**config.mk**
```make
export PLATFORM = sky130hd
export DESIGN_NAME = ufa_rx_filter
export DESIGN_NICKNAME = d
export VERILOG_FILES = /design/src/include/ufa_pkg.sv /design/src/rtl/ufa_rx_filter.sv
export SDC_FILE = /design/constraint.sdc
export NUM_CORES = 1
export LEC_CHECK = 0
export BUFFER_PORTS_ARGS = -buffer_cell sky130_fd_sc_hd__buf_4
export CORE_AREA = 2 2 115 117
export CTS_BUF_LIST = sky130_fd_sc_hd__clkbuf_4 sky130_fd_sc_hd__clkbuf_8 sky130_fd_sc_hd__clkbuf_16
export DETAILED_ROUTE_END_ITERATION = 7
export DIE_AREA = 0 0 117 119
export HOLD_SLACK_MARGIN = 0.12
export PLACE_DENSITY = 0.8
export SETUP_SLACK_MARGIN = 0.1
export SLEW_MARGIN = 15
export SYNTH_ARGS = -nofsm -noshare
export SYNTH_HDL_FRONTEND = slang
export SYNTH_SLANG_ARGS = --single-unit
```
**constraint.sdc**
```tcl
create_clock -name sys_clk -period 2.1 [get_ports sys_clk]
set_input_delay 0.315 -clock sys_clk [delete_from_list [all_inputs] [get_ports sys_clk]]
set_output_delay 0.315 -clock sys_clk [all_outputs]
set_load 0.1 [all_outputs]
```
**src/include/ufa_pkg.sv**
```systemverilog
// Constants, types and register map of the receive frame check / address filter.
// Assumes a 32-bit Avalon-MM host using byte addresses; one register per word.
// ============================================================
// Package
package ufa_pkg;
  // Bus geometry
  localparam int          ADDR_W       = 6;
  localparam int          DATA_W       = 32;
  localparam int          BYTE_W       = 8;
  localparam int          DIV_W        = 16;
  // Register byte offsets
  localparam logic [5:0]  OFF_SCTL     = 6'h00;
  localparam logic [5:0]  OFF_PCTL     = 6'h04;
  localparam logic [5:0]  OFF_STATION_ADDRESS    = 6'h08;
  localparam logic [5:0]  OFF_SMASK    = 6'h0C;
  localparam logic [5:0]  OFF_RXDATA   = 6'h10;
  localparam logic [5:0]  OFF_BAUD     = 6'h14;
  localparam logic [5:0]  OFF_IRQ_STAT = 6'h18;
  localparam logic [5:0]  OFF_IRQ_EN   = 6'h1C;
  localparam logic [5:0]  OFF_IRQ_CLR  = 6'h20;
  // Serial control bit positions
  localparam int          SC_MODE0     = 7;
  localparam int          SC_MODE1     = 6;
  localparam int          SC_MPEN      = 5;
  localparam int          SC_REN       = 4;
  localparam int          SC_TB8       = 3;
  localparam int          SC_RB8       = 2;
  localparam int          SC_TI        = 1;
  localparam int          SC_RI        = 0;
  // Power control bit positions
  localparam int          PC_FESEL     = 6;
  // Interrupt status bit positions
  localparam int          IRQ_W        = 2;
  localparam int          IRQ_RX       = 0;
  localparam int          IRQ_FE       = 1;
  // Reset values
  localparam logic [7:0]  SCTL_RST     = 8'h00;
  localparam logic [7:0]  PCTL_RST     = 8'h00;
  localparam logic [7:0]  STATION_ADDRESS_RST    = 8'h00;
  localparam logic [7:0]  SMASK_RST    = 8'h00;
  localparam logic [15:0] BAUD_RST     = 16'h0010;
  // Frame geometry
  localparam logic [3:0]  BITS_8       = 4'h8;
  localparam logic [3:0]  BITS_9       = 4'h9;
  localparam logic [7:0]  ALL_ONES     = 8'hFF;

  typedef enum logic [1:0] {
    UFA_MODE_SHIFT,
    UFA_MODE_8BIT,
    UFA_MODE_9BIT_FIX,
    UFA_MODE_9BIT_VAR
  } ufa_mode_type;

  typedef struct packed {
    logic       ninth;
    logic       stop_ok;
    logic [7:0] data;
  } ufa_frame_type;
endpackage

```
**src/rtl/ufa_rx_filter.sv**
```systemverilog
// Serial receiver with framing error detect and hardware address filtering.
// Assumes rx_pin is asynchronous to sys_clk and an Avalon-MM master on sys_clk.
`timescale 1ns/1ps

module ufa_rx_filter #(
  parameter logic [15:0] BAUD_DEFAULT = ufa_pkg::BAUD_RST
) (
  // Clock and reset
  input  wire logic                       sys_clk,
  input  wire logic                       rst_b,
  // Avalon-MM slave
  input  wire logic [ufa_pkg::ADDR_W-1:0] avs_address,
  input  wire logic                       avs_read,
  input  wire logic                       avs_write,
  input  wire logic [ufa_pkg::DATA_W-1:0] avs_writedata,
  output logic      [ufa_pkg::DATA_W-1:0] avs_readdata,
  output logic                            avs_waitrequest,
  // Serial line
  input  wire logic                       rx_pin,
  // Status
  output logic                            receive_flag,
  output logic                            frame_error_flag,
  output logic                            irq
);
  import ufa_pkg::*;

  // ============================================================
  // Registers and nets
  typedef enum {RX_IDLE, RX_START, RX_DATA, RX_STOP} ufa_rx_state_type;

  ufa_rx_state_type state;
  ufa_frame_type    frame;
  ufa_mode_type     mode;
  logic             rx_meta;
  logic             rx_s;
  logic             serial_mode_bit0;
  logic             serial_mode_bit1;
  logic             multiproc_enable;
  logic             rx_enable;
  logic             tb8;
  logic             rb8;
  logic             ti;
  logic             frame_error_select;
  logic [7:0]       pctl_other;
  logic [7:0]       station_address;
  logic [7:0]       station_address_mask;
  logic [DIV_W-1:0] baud_div;
  logic [DIV_W-1:0] cnt;
  logic [3:0]       bit_cnt;
  logic [7:0]       shift;
  logic             ninth;
  logic             done;
  logic [IRQ_W-1:0] irq_stat;
  logic [IRQ_W-1:0] irq_en;
  logic             acc;
  logic             wr_hit;
  logic [7:0]       sctl_view;
  logic [7:0]       given_addr;
  logic [7:0]       bcast_addr;
  logic             given_hit;
  logic             bcast_hit;
  logic             addr_hit;
  logic             ri_set;
  logic             fe_set;
  logic [3:0]       nbits;

  // ============================================================
  // Bus handshake
  // One wait cycle per access keeps read data registered.
  assign acc    = (avs_read | avs_write) & ~avs_waitrequest;
  assign wr_hit = avs_write & ~avs_waitrequest;

  always_ff @(posedge sys_clk or negedge rst_b) begin
    if (!rst_b) begin
      avs_waitrequest <= 1'b1;
    end else if (acc) begin
      avs_waitrequest <= 1'b1;
    end else begin
      avs_waitrequest <= ~(avs_read | avs_write);
    end
  end

  // ============================================================
  // Pin synchroniser
  always_ff @(posedge sys_clk or negedge rst_b) begin
    if (!rst_b) begin
      rx_meta <= 1'b1;
      rx_s    <= 1'b1;
    end else begin
      rx_meta <= rx_pin;
      rx_s    <= rx_meta;
    end
  end

  // ============================================================
  // Receive framing
  assign mode  = ufa_mode_type'({serial_mode_bit0, serial_mode_bit1});
  assign nbits = (mode == UFA_MODE_9BIT_FIX || mode == UFA_MODE_9BIT_VAR) ? BITS_9 : BITS_8;

  always_ff @(posedge sys_clk or negedge rst_b) begin
    if (!rst_b) begin
      state   <= RX_IDLE;
      cnt     <= '0;
      bit_cnt <= '0;
      shift   <= '0;
      ninth   <= 1'b0;
      frame   <= '0;
      done    <= 1'b0;
    end else begin
      done <= 1'b0;
      unique case (state)
        RX_IDLE: begin
          bit_cnt <= '0;
          if (rx_enable && !rx_s) begin
            state <= RX_START;
            cnt   <= baud_div >> 1;
          end
        end
        RX_START: begin
          if (cnt != '0) begin
            cnt <= cnt - 1'b1;
          end else if (!rx_s) begin
            state <= RX_DATA;
            cnt   <= baud_div;
          end else begin
            state <= RX_IDLE;
          end
        end
        RX_DATA: begin
          if (cnt != '0) begin
            cnt <= cnt - 1'b1;
          end else begin
            cnt     <= baud_div;
            bit_cnt <= bit_cnt + 1'b1;
            if (bit_cnt == BITS_8) begin
              ninth <= rx_s;
            end else begin
              shift <= {rx_s, shift[7:1]};
            end
            if (bit_cnt + 1'b1 == nbits) begin
              // Shift mode has no stop bit to wait for
              if (mode == UFA_MODE_SHIFT) begin
                state <= RX_IDLE;
                done  <= 1'b1;
                frame <= '{ninth: 1'b0, stop_ok: 1'b1, data: {rx_s, shift[7:1]}};
              end else begin
                state <= RX_STOP;
              end
            end
          end
        end
        RX_STOP: begin
          if (cnt != '0) begin
            cnt <= cnt - 1'b1;
          end else begin
            state <= RX_IDLE;
            done  <= 1'b1;
            frame <= '{ninth: (nbits == BITS_9) ? ninth : 1'b0, stop_ok: rx_s, data: shift};
          end
        end
      endcase
    end
  end

  // ============================================================
  // Address comparison
  assign given_addr = station_address & station_address_mask;
  assign bcast_addr = station_address | station_address_mask;
  assign given_hit  = (frame.data & station_address_mask) == given_addr;
  assign bcast_hit  = (frame.data & bcast_addr) == bcast_addr;
  assign addr_hit   = given_hit | bcast_hit;

  always_comb begin
    ri_set = 1'b0;
    if (done) begin
      unique case (mode)
        UFA_MODE_SHIFT:    ri_set = 1'b1;
        UFA_MODE_8BIT:     ri_set = !multiproc_enable || (frame.stop_ok && addr_hit);
        UFA_MODE_9BIT_FIX,
        UFA_MODE_9BIT_VAR: ri_set = !multiproc_enable || (frame.ninth && addr_hit);
      endcase
    end
  end
  assign fe_set = done && mode != UFA_MODE_SHIFT && !frame.stop_ok;

  // ============================================================
  // Serial control register
  // Bit 7 view depends on the select bit; both halves keep their own storage.
  assign sctl_view = {frame_error_select ? frame_error_flag : serial_mode_bit0,
                      serial_mode_bit1, multiproc_enable, rx_enable,
                      tb8, rb8, ti, receive_flag};

  always_ff @(posedge sys_clk or negedge rst_b) begin
    if (!rst_b) begin
      serial_mode_bit0 <= SCTL_RST[SC_MODE0];
      serial_mode_bit1 <= SCTL_RST[SC_MODE1];
      multiproc_enable <= SCTL_RST[SC_MPEN];
      rx_enable        <= SCTL_RST[SC_REN];
      tb8              <= SCTL_RST[SC_TB8];
      ti               <= SCTL_RST[SC_TI];
    end else if (wr_hit && avs_address == OFF_SCTL) begin
      if (!frame_error_select) begin
        serial_mode_bit0 <= avs_writedata[SC_MODE0];
      end
      serial_mode_bit1 <= avs_writedata[SC_MODE1];
      multiproc_enable <= avs_writedata[SC_MPEN];
      rx_enable        <= avs_writedata[SC_REN];
      tb8              <= avs_writedata[SC_TB8];
      ti               <= avs_writedata[SC_TI];
    end
  end

  // Hardware sets win over a software write in the same cycle
  always_ff @(posedge sys_clk or negedge rst_b) begin
    if (!rst_b) begin
      receive_flag <= SCTL_RST[SC_RI];
      rb8          <= SCTL_RST[SC_RB8];
    end else if (ri_set) begin
      receive_flag <= 1'b1;
      rb8          <= (nbits == BITS_9) ? frame.ninth : frame.stop_ok;
    end else if (wr_hit && avs_address == OFF_SCTL) begin
      receive_flag <= avs_writedata[SC_RI];
      rb8          <= avs_writedata[SC_RB8];
    end
  end

  // Hardware only ever sets the error flag; clearing is left to software
  always_ff @(posedge sys_clk or negedge rst_b) begin
    if (!rst_b) begin
      frame_error_flag <= 1'b0;
    end else if (fe_set) begin
      frame_error_flag <= 1'b1;
    end else if (wr_hit && avs_address == OFF_SCTL && frame_error_select) begin
      frame_error_flag <= avs_writedata[SC_MODE0];
    end
  end

  // ============================================================
  // Configuration registers
  always_ff @(posedge sys_clk or negedge rst_b) begin
    if (!rst_b) begin
      frame_error_select   <= PCTL_RST[PC_FESEL];
      pctl_other           <= PCTL_RST;
      station_address      <= STATION_ADDRESS_RST;
      station_address_mask <= SMASK_RST;
      baud_div             <= BAUD_DEFAULT;
    end else if (wr_hit) begin
      unique case (avs_address)
        OFF_PCTL: begin
          frame_error_select <= avs_writedata[PC_FESEL];
          pctl_other         <= avs_writedata[BYTE_W-1:0];
        end
        OFF_STATION_ADDRESS: station_address      <= avs_writedata[BYTE_W-1:0];
        OFF_SMASK: station_address_mask <= avs_writedata[BYTE_W-1:0];
        OFF_BAUD:  baud_div             <= avs_writedata[DIV_W-1:0];
        default: ;
      endcase
    end
  end

  // ============================================================
  // Interrupts
  always_ff @(posedge sys_clk or negedge rst_b) begin
    if (!rst_b) begin
      irq_stat <= '0;
      irq_en   <= '0;
      irq      <= 1'b0;
    end else begin
      irq_stat <= (irq_stat & ~((wr_hit && avs_address == OFF_IRQ_CLR) ?
                   avs_writedata[IRQ_W-1:0] : '0)) | {fe_set, ri_set};
      if (wr_hit && avs_address == OFF_IRQ_EN) begin
        irq_en <= avs_writedata[IRQ_W-1:0];
      end
      irq <= |(irq_stat & irq_en);
    end
  end

  // ============================================================
  // Read data
  // Unmapped and write-only words read as zero.
  always_ff @(posedge sys_clk or negedge rst_b) begin
    if (!rst_b) begin
      avs_readdata <= '0;
    end else if (avs_read && avs_waitrequest) begin
      unique case (avs_address)
        OFF_SCTL:     avs_readdata <= DATA_W'(sctl_view);
        OFF_PCTL:     avs_readdata <= DATA_W'({pctl_other[7], frame_error_select,
                                               pctl_other[5:0]});
        OFF_STATION_ADDRESS:    avs_readdata <= DATA_W'(station_address);
        OFF_SMASK:    avs_readdata <= DATA_W'(station_address_mask);
        OFF_RXDATA:   avs_readdata <= DATA_W'({frame.ninth, frame.data});
        OFF_BAUD:     avs_readdata <= DATA_W'(baud_div);
        OFF_IRQ_STAT: avs_readdata <= DATA_W'(irq_stat);
        OFF_IRQ_EN:   avs_readdata <= DATA_W'(irq_en);
        default:      avs_readdata <= '0;
      endcase
    end
  end

  // ============================================================
  // Assertions
  property p_fe_set;
    @(posedge sys_clk) disable iff (!rst_b)
      done && mode != UFA_MODE_SHIFT && !frame.stop_ok |=> frame_error_flag;
  endproperty
  a_fe_set: assert property (p_fe_set) else $error("stop bit missing but no error");

  property p_mode_keep;
    @(posedge sys_clk) disable iff (!rst_b)
      wr_hit && avs_address == OFF_SCTL && frame_error_select |=> $stable(serial_mode_bit0);
  endproperty
  a_mode_keep: assert property (p_mode_keep) else $error("mode bit 0 written as error flag");

  property p_fe_hold;
    @(posedge sys_clk) disable iff (!rst_b)
      frame_error_flag && !(wr_hit && avs_address == OFF_SCTL) |=> frame_error_flag;
  endproperty
  a_fe_hold: assert property (p_fe_hold) else $error("error flag cleared by hardware");

  property p_no_filter;
    @(posedge sys_clk) disable iff (!rst_b)
      done && !multiproc_enable |=> receive_flag;
  endproperty
  a_no_filter: assert property (p_no_filter) else $error("unfiltered frame not flagged");

  property p_nine_miss;
    @(posedge sys_clk) disable iff (!rst_b)
      done && multiproc_enable && nbits == BITS_9 && !(frame.ninth && addr_hit)
      |=> !$rose(receive_flag);
  endproperty
  a_nine_miss: assert property (p_nine_miss) else $error("non-address frame flagged");

  property p_mode1_miss;
    @(posedge sys_clk) disable iff (!rst_b)
      done && multiproc_enable && mode == UFA_MODE_8BIT && !(frame.stop_ok && addr_hit)
      |=> !$rose(receive_flag);
  endproperty
  a_mode1_miss: assert property (p_mode1_miss) else $error("mode 1 flagged wrongly");

  property p_shift;
    @(posedge sys_clk) disable iff (!rst_b)
      done && mode == UFA_MODE_SHIFT |=> receive_flag && !$rose(frame_error_flag);
  endproperty
  a_shift: assert property (p_shift) else $error("shift mode frame filtered");

  property p_given;
    @(posedge sys_clk) disable iff (!rst_b)
      done && multiproc_enable && frame.ninth && nbits == BITS_9
      && ((frame.data ^ station_address) & station_address_mask) == '0 |=> receive_flag;
  endproperty
  a_given: assert property (p_given) else $error("given address not accepted");

  property p_bcast;
    @(posedge sys_clk) disable iff (!rst_b)
      done && multiproc_enable && frame.ninth && nbits == BITS_9
      && frame.data == ALL_ONES |=> receive_flag;
  endproperty
  a_bcast: assert property (p_bcast) else $error("broadcast not accepted");

  property p_reset_addr;
    @(posedge sys_clk) disable iff (!rst_b)
      $rose(rst_b) |-> station_address == STATION_ADDRESS_RST && station_address_mask == SMASK_RST;
  endproperty
  a_reset_addr: assert property (p_reset_addr) else $error("address not cleared");

  c_given: cover property (@(posedge sys_clk) disable iff (!rst_b)
    done && multiproc_enable && frame.ninth && given_hit);
  c_bcast: cover property (@(posedge sys_clk) disable iff (!rst_b)
    done && multiproc_enable && bcast_hit && !given_hit);
  c_fe: cover property (@(posedge sys_clk) disable iff (!rst_b) fe_set);
  c_shift: cover property (@(posedge sys_clk) disable iff (!rst_b)
    done && mode == UFA_MODE_SHIFT);

endmodule // ufa_rx_filter

```
==> results of run 1 <==
## worst max-delay path: stages (launching register included)
cell	delay (ns)
dfrtp_1	0.42
nor4_4	0.31
buf_4	0.19
nand4_1	0.18
buf_6	0.21
o21ai_4	0.24
buf_6	0.15
clkbuf_16	0.13
nand2_1	0.05
o31ai_1	0.12
## kinds of logic after synthesis
family / share of synthesized area (%)
mux: 14.7
flops: 46.6
other cells: 0.0606
simple gates: 14.1
compound gates: 15.0
buf+inv: 4.69
xor+xnor: 3.26
fa+ha+maj: 1.62
## routing by layer
metal	global-route usage, %	wire, um	share of wire [%]	vias up
li1	-	-	-	2345
met1	31.4	6690	38	2615
met2	41.7	8970	50	311
met3	6.92	1460	8.2	71
met4	9.12	699	3.9	0
met5	0	0	0	-
## report_power, final
group	switching, W	total (W)	leakage [nW]	internal [W]
registers	0.000337	0.00282	1.53	0.00248
logic	0.00202	0.00364	2.01	0.00162
clock network	0.00101	0.00331	0.336	0.00230
## stage by stage
stage / TNS (ns) / total power (W) / setup slack, ns / util (%)
2_1_floorplan: 0 / 0.00472 / 0.0343 / -
3_3_place_gp: 0 / 0.00549 / 0.0578 / 54.5
3_5_place_dp: -0.0173 / 0.00561 / -0.0161 / 54.5
4_1_cts: 0 / 0.00907 / 0.0198 / 61.0
5_1_grt: -0.443 / 0.0102 / -0.0762 / 63.7
6_report: -0.0667 / 0.00977 / -0.0487 / 63.7
## state kept, by name, indices dropped and copies added, names as in the netlist, 2 cells and up
signal	flops
avs_readdata	16
baud_div	16
bit_cnt	4
cnt	16
frame	10
irq_en	2
irq_stat	2
pctl_other	8
shift	8
state	2
station_address	8
station_address_mask	8
## worst max-delay path by stage
| stage | start | end | slack (ns) | depth (start not counted) |
|---|---|---|---|---|
| after detailed placement | cnt[4] | cnt[11] | -0.02 | 6 |
| after global placement | bit_cnt[0] | frame[6] | 0.06 | 7 |
| after global routing | cnt[1] | cnt[7] | -0.08 | 7 |
| after CTS | cnt[5] | cnt[11] | 0.02 | 6 |
| after floorplan | bit_cnt[0] | frame[0] | 0.03 | 6 |
| final | cnt[4] | cnt[4] | -0.05 | 9 |
## cell usage in the layout, fill, tap and decap left out, types with 4 or more instances in the layout
master	instances
a21o_1	5
a222oi_1	13
dfrtp_2	8
mux2_2	59
o21ai_1	11
dfrtp_1	103
o31ai_1	9
clkbuf_8	6
o22ai_1	6
dlygate4sd3_1	5
mux2_1	8
nand2_1	63
clkbuf_16	18
a21oi_1	11
nor2_1	33
mux2_4	11
conb_1	16
nand2b_1	4
o21ai_0	21
xor2_1	16
inv_1	11
nand4_1	5
a22oi_1	7
nor4_1	4
ha_1	5
a22o_1	13
buf_6	11
buf_4	94
buf_12	5
and3_1	5
nor4_4	4
bufinv_16	5
dfstp_2	4
nand3_1	14
xnor2_1	5
nor3_1	5
## area by class of cell
cell class | instances | area (um^2) | area share [%]
multi-input cells | 431 | 3340 | 40.8
flip-flops and latches | 115 | 2890 | 35.3
repair buffers | 117 | 1020 | 12.4
clock buffers | 24 | 515 | 6.28
well taps | 176 | 220 | 2.68
clock inverters | 7 | 168 | 2.04
inverters | 12 | 45.0 | 0.549
## repair_timing
item	4_1_cts	5_1_grt
gates resized for setup	11	52
cloned	0	1
pin swaps	12	25
endpoints found under the hold margin	30	0
hold buffers	5	0
setup endpoints to repair	19	38
buffers inserted	7	13
==> flow_metrics.tcl, run 1 <==
set metrics [dict create \
    grtUsageTotal_pct 25.2 \
    worstMarginPinSlew_ns 0.696 \
    synth_common_cells "dfrtp_1, nand2_1, mux2_2, nor2_1, o21ai_0" \
    cp-start-kind "flop" \
    clk_pin_slew_ns 0.05 \
    placed_area_mm2 0.00702 \
    hpwlAfterDp_um 11600 \
    insertion_delay_ns 0.42 \
    ir_drop_v 0.000725 \
    placed_cells 827 \
    hold_ws_ns 0.132 \
    reg2reg_depth 9 \
    grt_max_degree 63 \
    root_buffer "clkbuf_16" \
    drc 0 \
    grt-ovfl-total 0 \
    tritoncts "yes" \
    routed_via_density 6.06 \
    first_pass_iters 7 \
    clock.fmax_ghz 0.465 \
    p_leak_nw 3.88 \
    grt_pass1_wl_um 26800 \
    critical_path.max_fanout 5 \
    endpoint_kind "flop" \
    syn-mean-instance-area_um2 10.5 \
    grt_pass1_vias 5078 \
    synth_area_mm2 0.00619 \
    hold_path.class "in2reg" \
    ys_seq_elements 115 \
    finalWirelength_um 17800 \
    period_share_pct 102 \
    drt_iter0_drc 618 \
    whs_path_depth 2 \
    yosysMostFrequentCell "dfrtp_1" \
    yosysSeqAreaShare_pct 46.6 \
    min_period_ns 2.15 \
    r2r_start "cnt[4]" \
    hold_viol 0 \
    slew_headroom_pct 53.5 \
    io_buffers 46 \
    required_ns 2.37 \
    syn_inst 588 \
    vias 5342 \
    final_nets 745 \
    cts_buffer_depth 2 \
    arrival_ns 2.42 \
    fin_worst_skew_ns 0.00582 \
    dieWidth_um 117 \
    synth_top_area_share_pct 44.9 \
    violations "negative setup slack" \
    ctsHtreeMaxLevel 4 \
    antenna_found_initial 0 \
    synthFlopType "dfrtp_1" \
    die-area_mm2 0.0139 \
    numCtsBuffers 17 \
    die_h_um 119 \
    min_from "avs_writedata[13]" \
    clock-sinks 115 \
    timing.final.ws_setup_ns -0.0487 \
    slew_viol_final 0 \
    drive_above_1_share_pct 38.1 \
    p_per_area_mw_per_mm2 1190 \
    fin_cells 882 \
    ant_nets 0 \
    synth_cell_types 65 \
    yosys-top-cells-area "dfrtp_1, mux2_2, nand2_1" \
    io_pins 79 \
    fillers 959 \
    criticalPathCategory "reg2reg" \
    rsz0062_at_grt "true" \
    rows 42 \
    start_util_pct 48.1 \
    wl_per_cell_um 20.2 \
    r2r_end "cnt[4]" \
    final-setup-viol-count 3 \
    synth_async_sr_flop_share_pct 100 \
    core_mm2 0.0129 \
    gp_congestion 0.910 \
    drv_cap 0 \
    rrSetupSlack_ns -0.05 \
    status "finished, violations left" \
    final_cell_area_mm2 0.00820 \
    diodes 0 \
    hold_end "baud_div[13]" \
    yosys_warnings 0 \
    syn2layout_area_growth_pct 32.6 \
    synth_edf_count 0 \
    netlist.top_cell.by_area "dfrtp_1" \
]
Note: power is estimated with default switching activity, not from simulation.
==> run 2, diff against run 1 <==
RECOVER_POWER = 25   (was default)
==> run 2 against run 1 <==
  * The run still ends with negative setup slack left
  * Via count is 0.19% higher
  * Final cell count stayed put
  * Sequential power hardly changed
  * Sequential share of layout area hardly changed
  * Non-clock buffer count stayed put
  * Die area stayed put
  * Flip-flop and latch count stayed put
  * Combinational power hardly changed
  * Maximum frequency hardly changed
  * Utilization is 0.068 points lower
  * Critical endpoint unchanged
  * Largest power group unchanged
  * Highest routed layer unchanged
==> flow_metrics.tcl, run 2 (same netlist as run 1, synthesis figures left out) <==
set metrics [dict create \
    clock.fmax_ghz 0.466 \
    critical_path.max_fanout 5 \
    grt-ovfl-total 0 \
    worst-path-buf-inv 4 \
    internal-power_w 0.00641 \
    slew_viol_final 0 \
    p_seq_share_pct 28.9 \
    grtUsageTotal_pct 25.2 \
    root_buffer "clkbuf_16" \
    crit_cells 9 \
    switchingPower_w 0.00338 \
    slew_headroom_pct 46.6 \
    clock-sinks 115 \
    vias 5352 \
    io_buffers 46 \
    min_period_ns 2.15 \
    grt_pass1_vias 5078 \
    fillers 963 \
    rsz0062_at_grt "true" \
    gp_congestion 0.910 \
    drt_iter0_drc 591 \
    tritoncts "yes" \
    criticalPathCategory "reg2reg" \
    endpoint_kind "flop" \
    reg2reg_depth 9 \
    diodes 0 \
    hold_path.class "in2reg" \
    start_util_pct 48.1 \
    io_pins 79 \
    p_comb_share_pct 37.2 \
    grt_pass1_wl_um 26800 \
    clkPwrFrac_pct 33.9 \
    dieWidth_um 117 \
    die_h_um 119 \
    fin_worst_skew_ns 0.00595 \
    cp-start-kind "flop" \
    critPathTopFamily "buffers and inverters" \
    required_ns 2.38 \
    r2r_start "cnt[4]" \
    numCtsBuffers 17 \
    cts_buffer_depth 2 \
    top_regs "avs_readdata: 16 flops, baud_div: 16 flops, cnt: 16 flops" \
    routed_via_density 6.07 \
    r2r_end "cnt[4]" \
    endpoint "cnt[4]" \
    rows 42 \
    netSwitchingFraction_pct 34.5 \
    seq_area_mm2 0.00289 \
    violations "negative setup slack" \
    slowest_stage "dfrtp_1" \
    clk_pin_slew_ns 0.06 \
    finalWirelength_um 17900 \
    antenna_found_initial 0 \
    syn2layout_area_growth_pct 32.5 \
    p_per_area_mw_per_mm2 1190 \
    status "finished, violations left" \
    final_nets 745 \
    hpwlAfterDp_um 11600 \
    drv_cap 0 \
    first_pass_iters 5 \
    mostFrequentLayoutCell "dfrtp_1" \
    core_mm2 0.0129 \
    final_cell_mix "dfrtp_1, buf_4, nand2_1" \
    ir_drop_v 0.000725 \
    ctsHtreeMaxLevel 4 \
    wl_per_cell_um 20.3 \
    rrSetupSlack_ns -0.05 \
    drc 0 \
    finish.utilization_pct 63.7 \
    p_leak_nw 3.87 \
    power_w 0.00978 \
    ant_nets 0 \
    multi_input_area_mm2 0.00334 \
    grt_max_degree 63 \
    worstMarginPinSlew_ns 0.801 \
    crit_start "cnt[4]" \
    final-setup-viol-count 5 \
    period_share_pct 102 \
    insertion_delay_ns 0.42 \
    max_stage_delay_ns 0.43 \
    die-area_mm2 0.0139 \
    path_common_cell "buf_6" \
    worstPathCellList "nor4_4, buf_4, nand4_1, buf_6, o21ai_4, buf_6, clkbuf_16, nand2_1, o31ai_1" \
    drive_above_1_share_pct 38.0 \
    arrival_ns 2.42 \
    hold_viol 0 \
    timing.final.ws_setup_ns -0.0470 \
]
run 2: area by class of cell:
class                   count  area share, %
flip-flops and latches    115           35.3
well taps                 176           2.69
inverters                  12          0.550
multi-input cells         431           40.8
clock inverters             7           2.05
repair buffers            117           12.3
clock buffers              24           6.29
run 2: repair_timing:
action / CTS / global route
pin swaps: 12 / 25
setup buffers: 7 / 13
gates cloned: 0 / 1
setup endpoints to repair: 19 / 38
hold buffers: 5 / 0
gates resized for setup: 11 / 52
endpoints found under the hold margin: 30 / 0
run 2: how the worst min path moves through the flow:
stage,startpoint,to,slack [ns],cells after the start
2_1_floorplan,rst_b,avs_readdata[0],0.02,0
3_3_place_gp,rst_b,avs_readdata[15],0.27,1
3_5_place_dp,rst_b,avs_readdata[15],0.27,1
4_1_cts,avs_writedata[14],baud_div[14],0.12,2
5_1_grt,avs_writedata[14],baud_div[14],0.12,2
6_report,avs_writedata[13],baud_div[13],0.13,2
run 2: metrics by stage:
step	hold slack (ns)	setup slack (ns)	instance area, um^2	instances	setup TNS [ns]
6_report	0.131	-0.0470	8200	882	-0.0725
5_1_grt	0.121	-0.0762	8200	882	-0.443
3_5_place_dp	0.275	-0.0161	7020	827	-0.0173
4_1_cts	0.125	0.0198	7850	869	0
2_1_floorplan	0.0194	0.0343	6310	603	0
3_3_place_gp	0.269	0.0578	7020	827	0
run 2: per-layer routing:
metal	vias up	GRT usage, %	wire (um)
met5	-	0	0
met4	0	9.12	710
met3	71	6.92	1440
met2	313	41.7	9000
met1	2630	31.4	6750
li1	2338	-	-
run 2: power groups by stage:
stage	Clock [W]	Sequential, W	Combinational (W)
after floorplan	0	0.00280	0.00192
after global placement	0	0.00279	0.00270
after detailed placement	0	0.00281	0.00280
after CTS	0.00333	0.00278	0.00296
after global routing	0.00346	0.00285	0.00385
final	0.00332	0.00282	0.00364
run 2: worst register-to-register path: stages (launching register included):
cell	delay, ns
dfrtp_1	0.43
nor4_4	0.32
buf_4	0.19
nand4_1	0.17
buf_6	0.21
o21ai_4	0.24
buf_6	0.15
clkbuf_16	0.13
nand2_1	0.05
o31ai_1	0.12
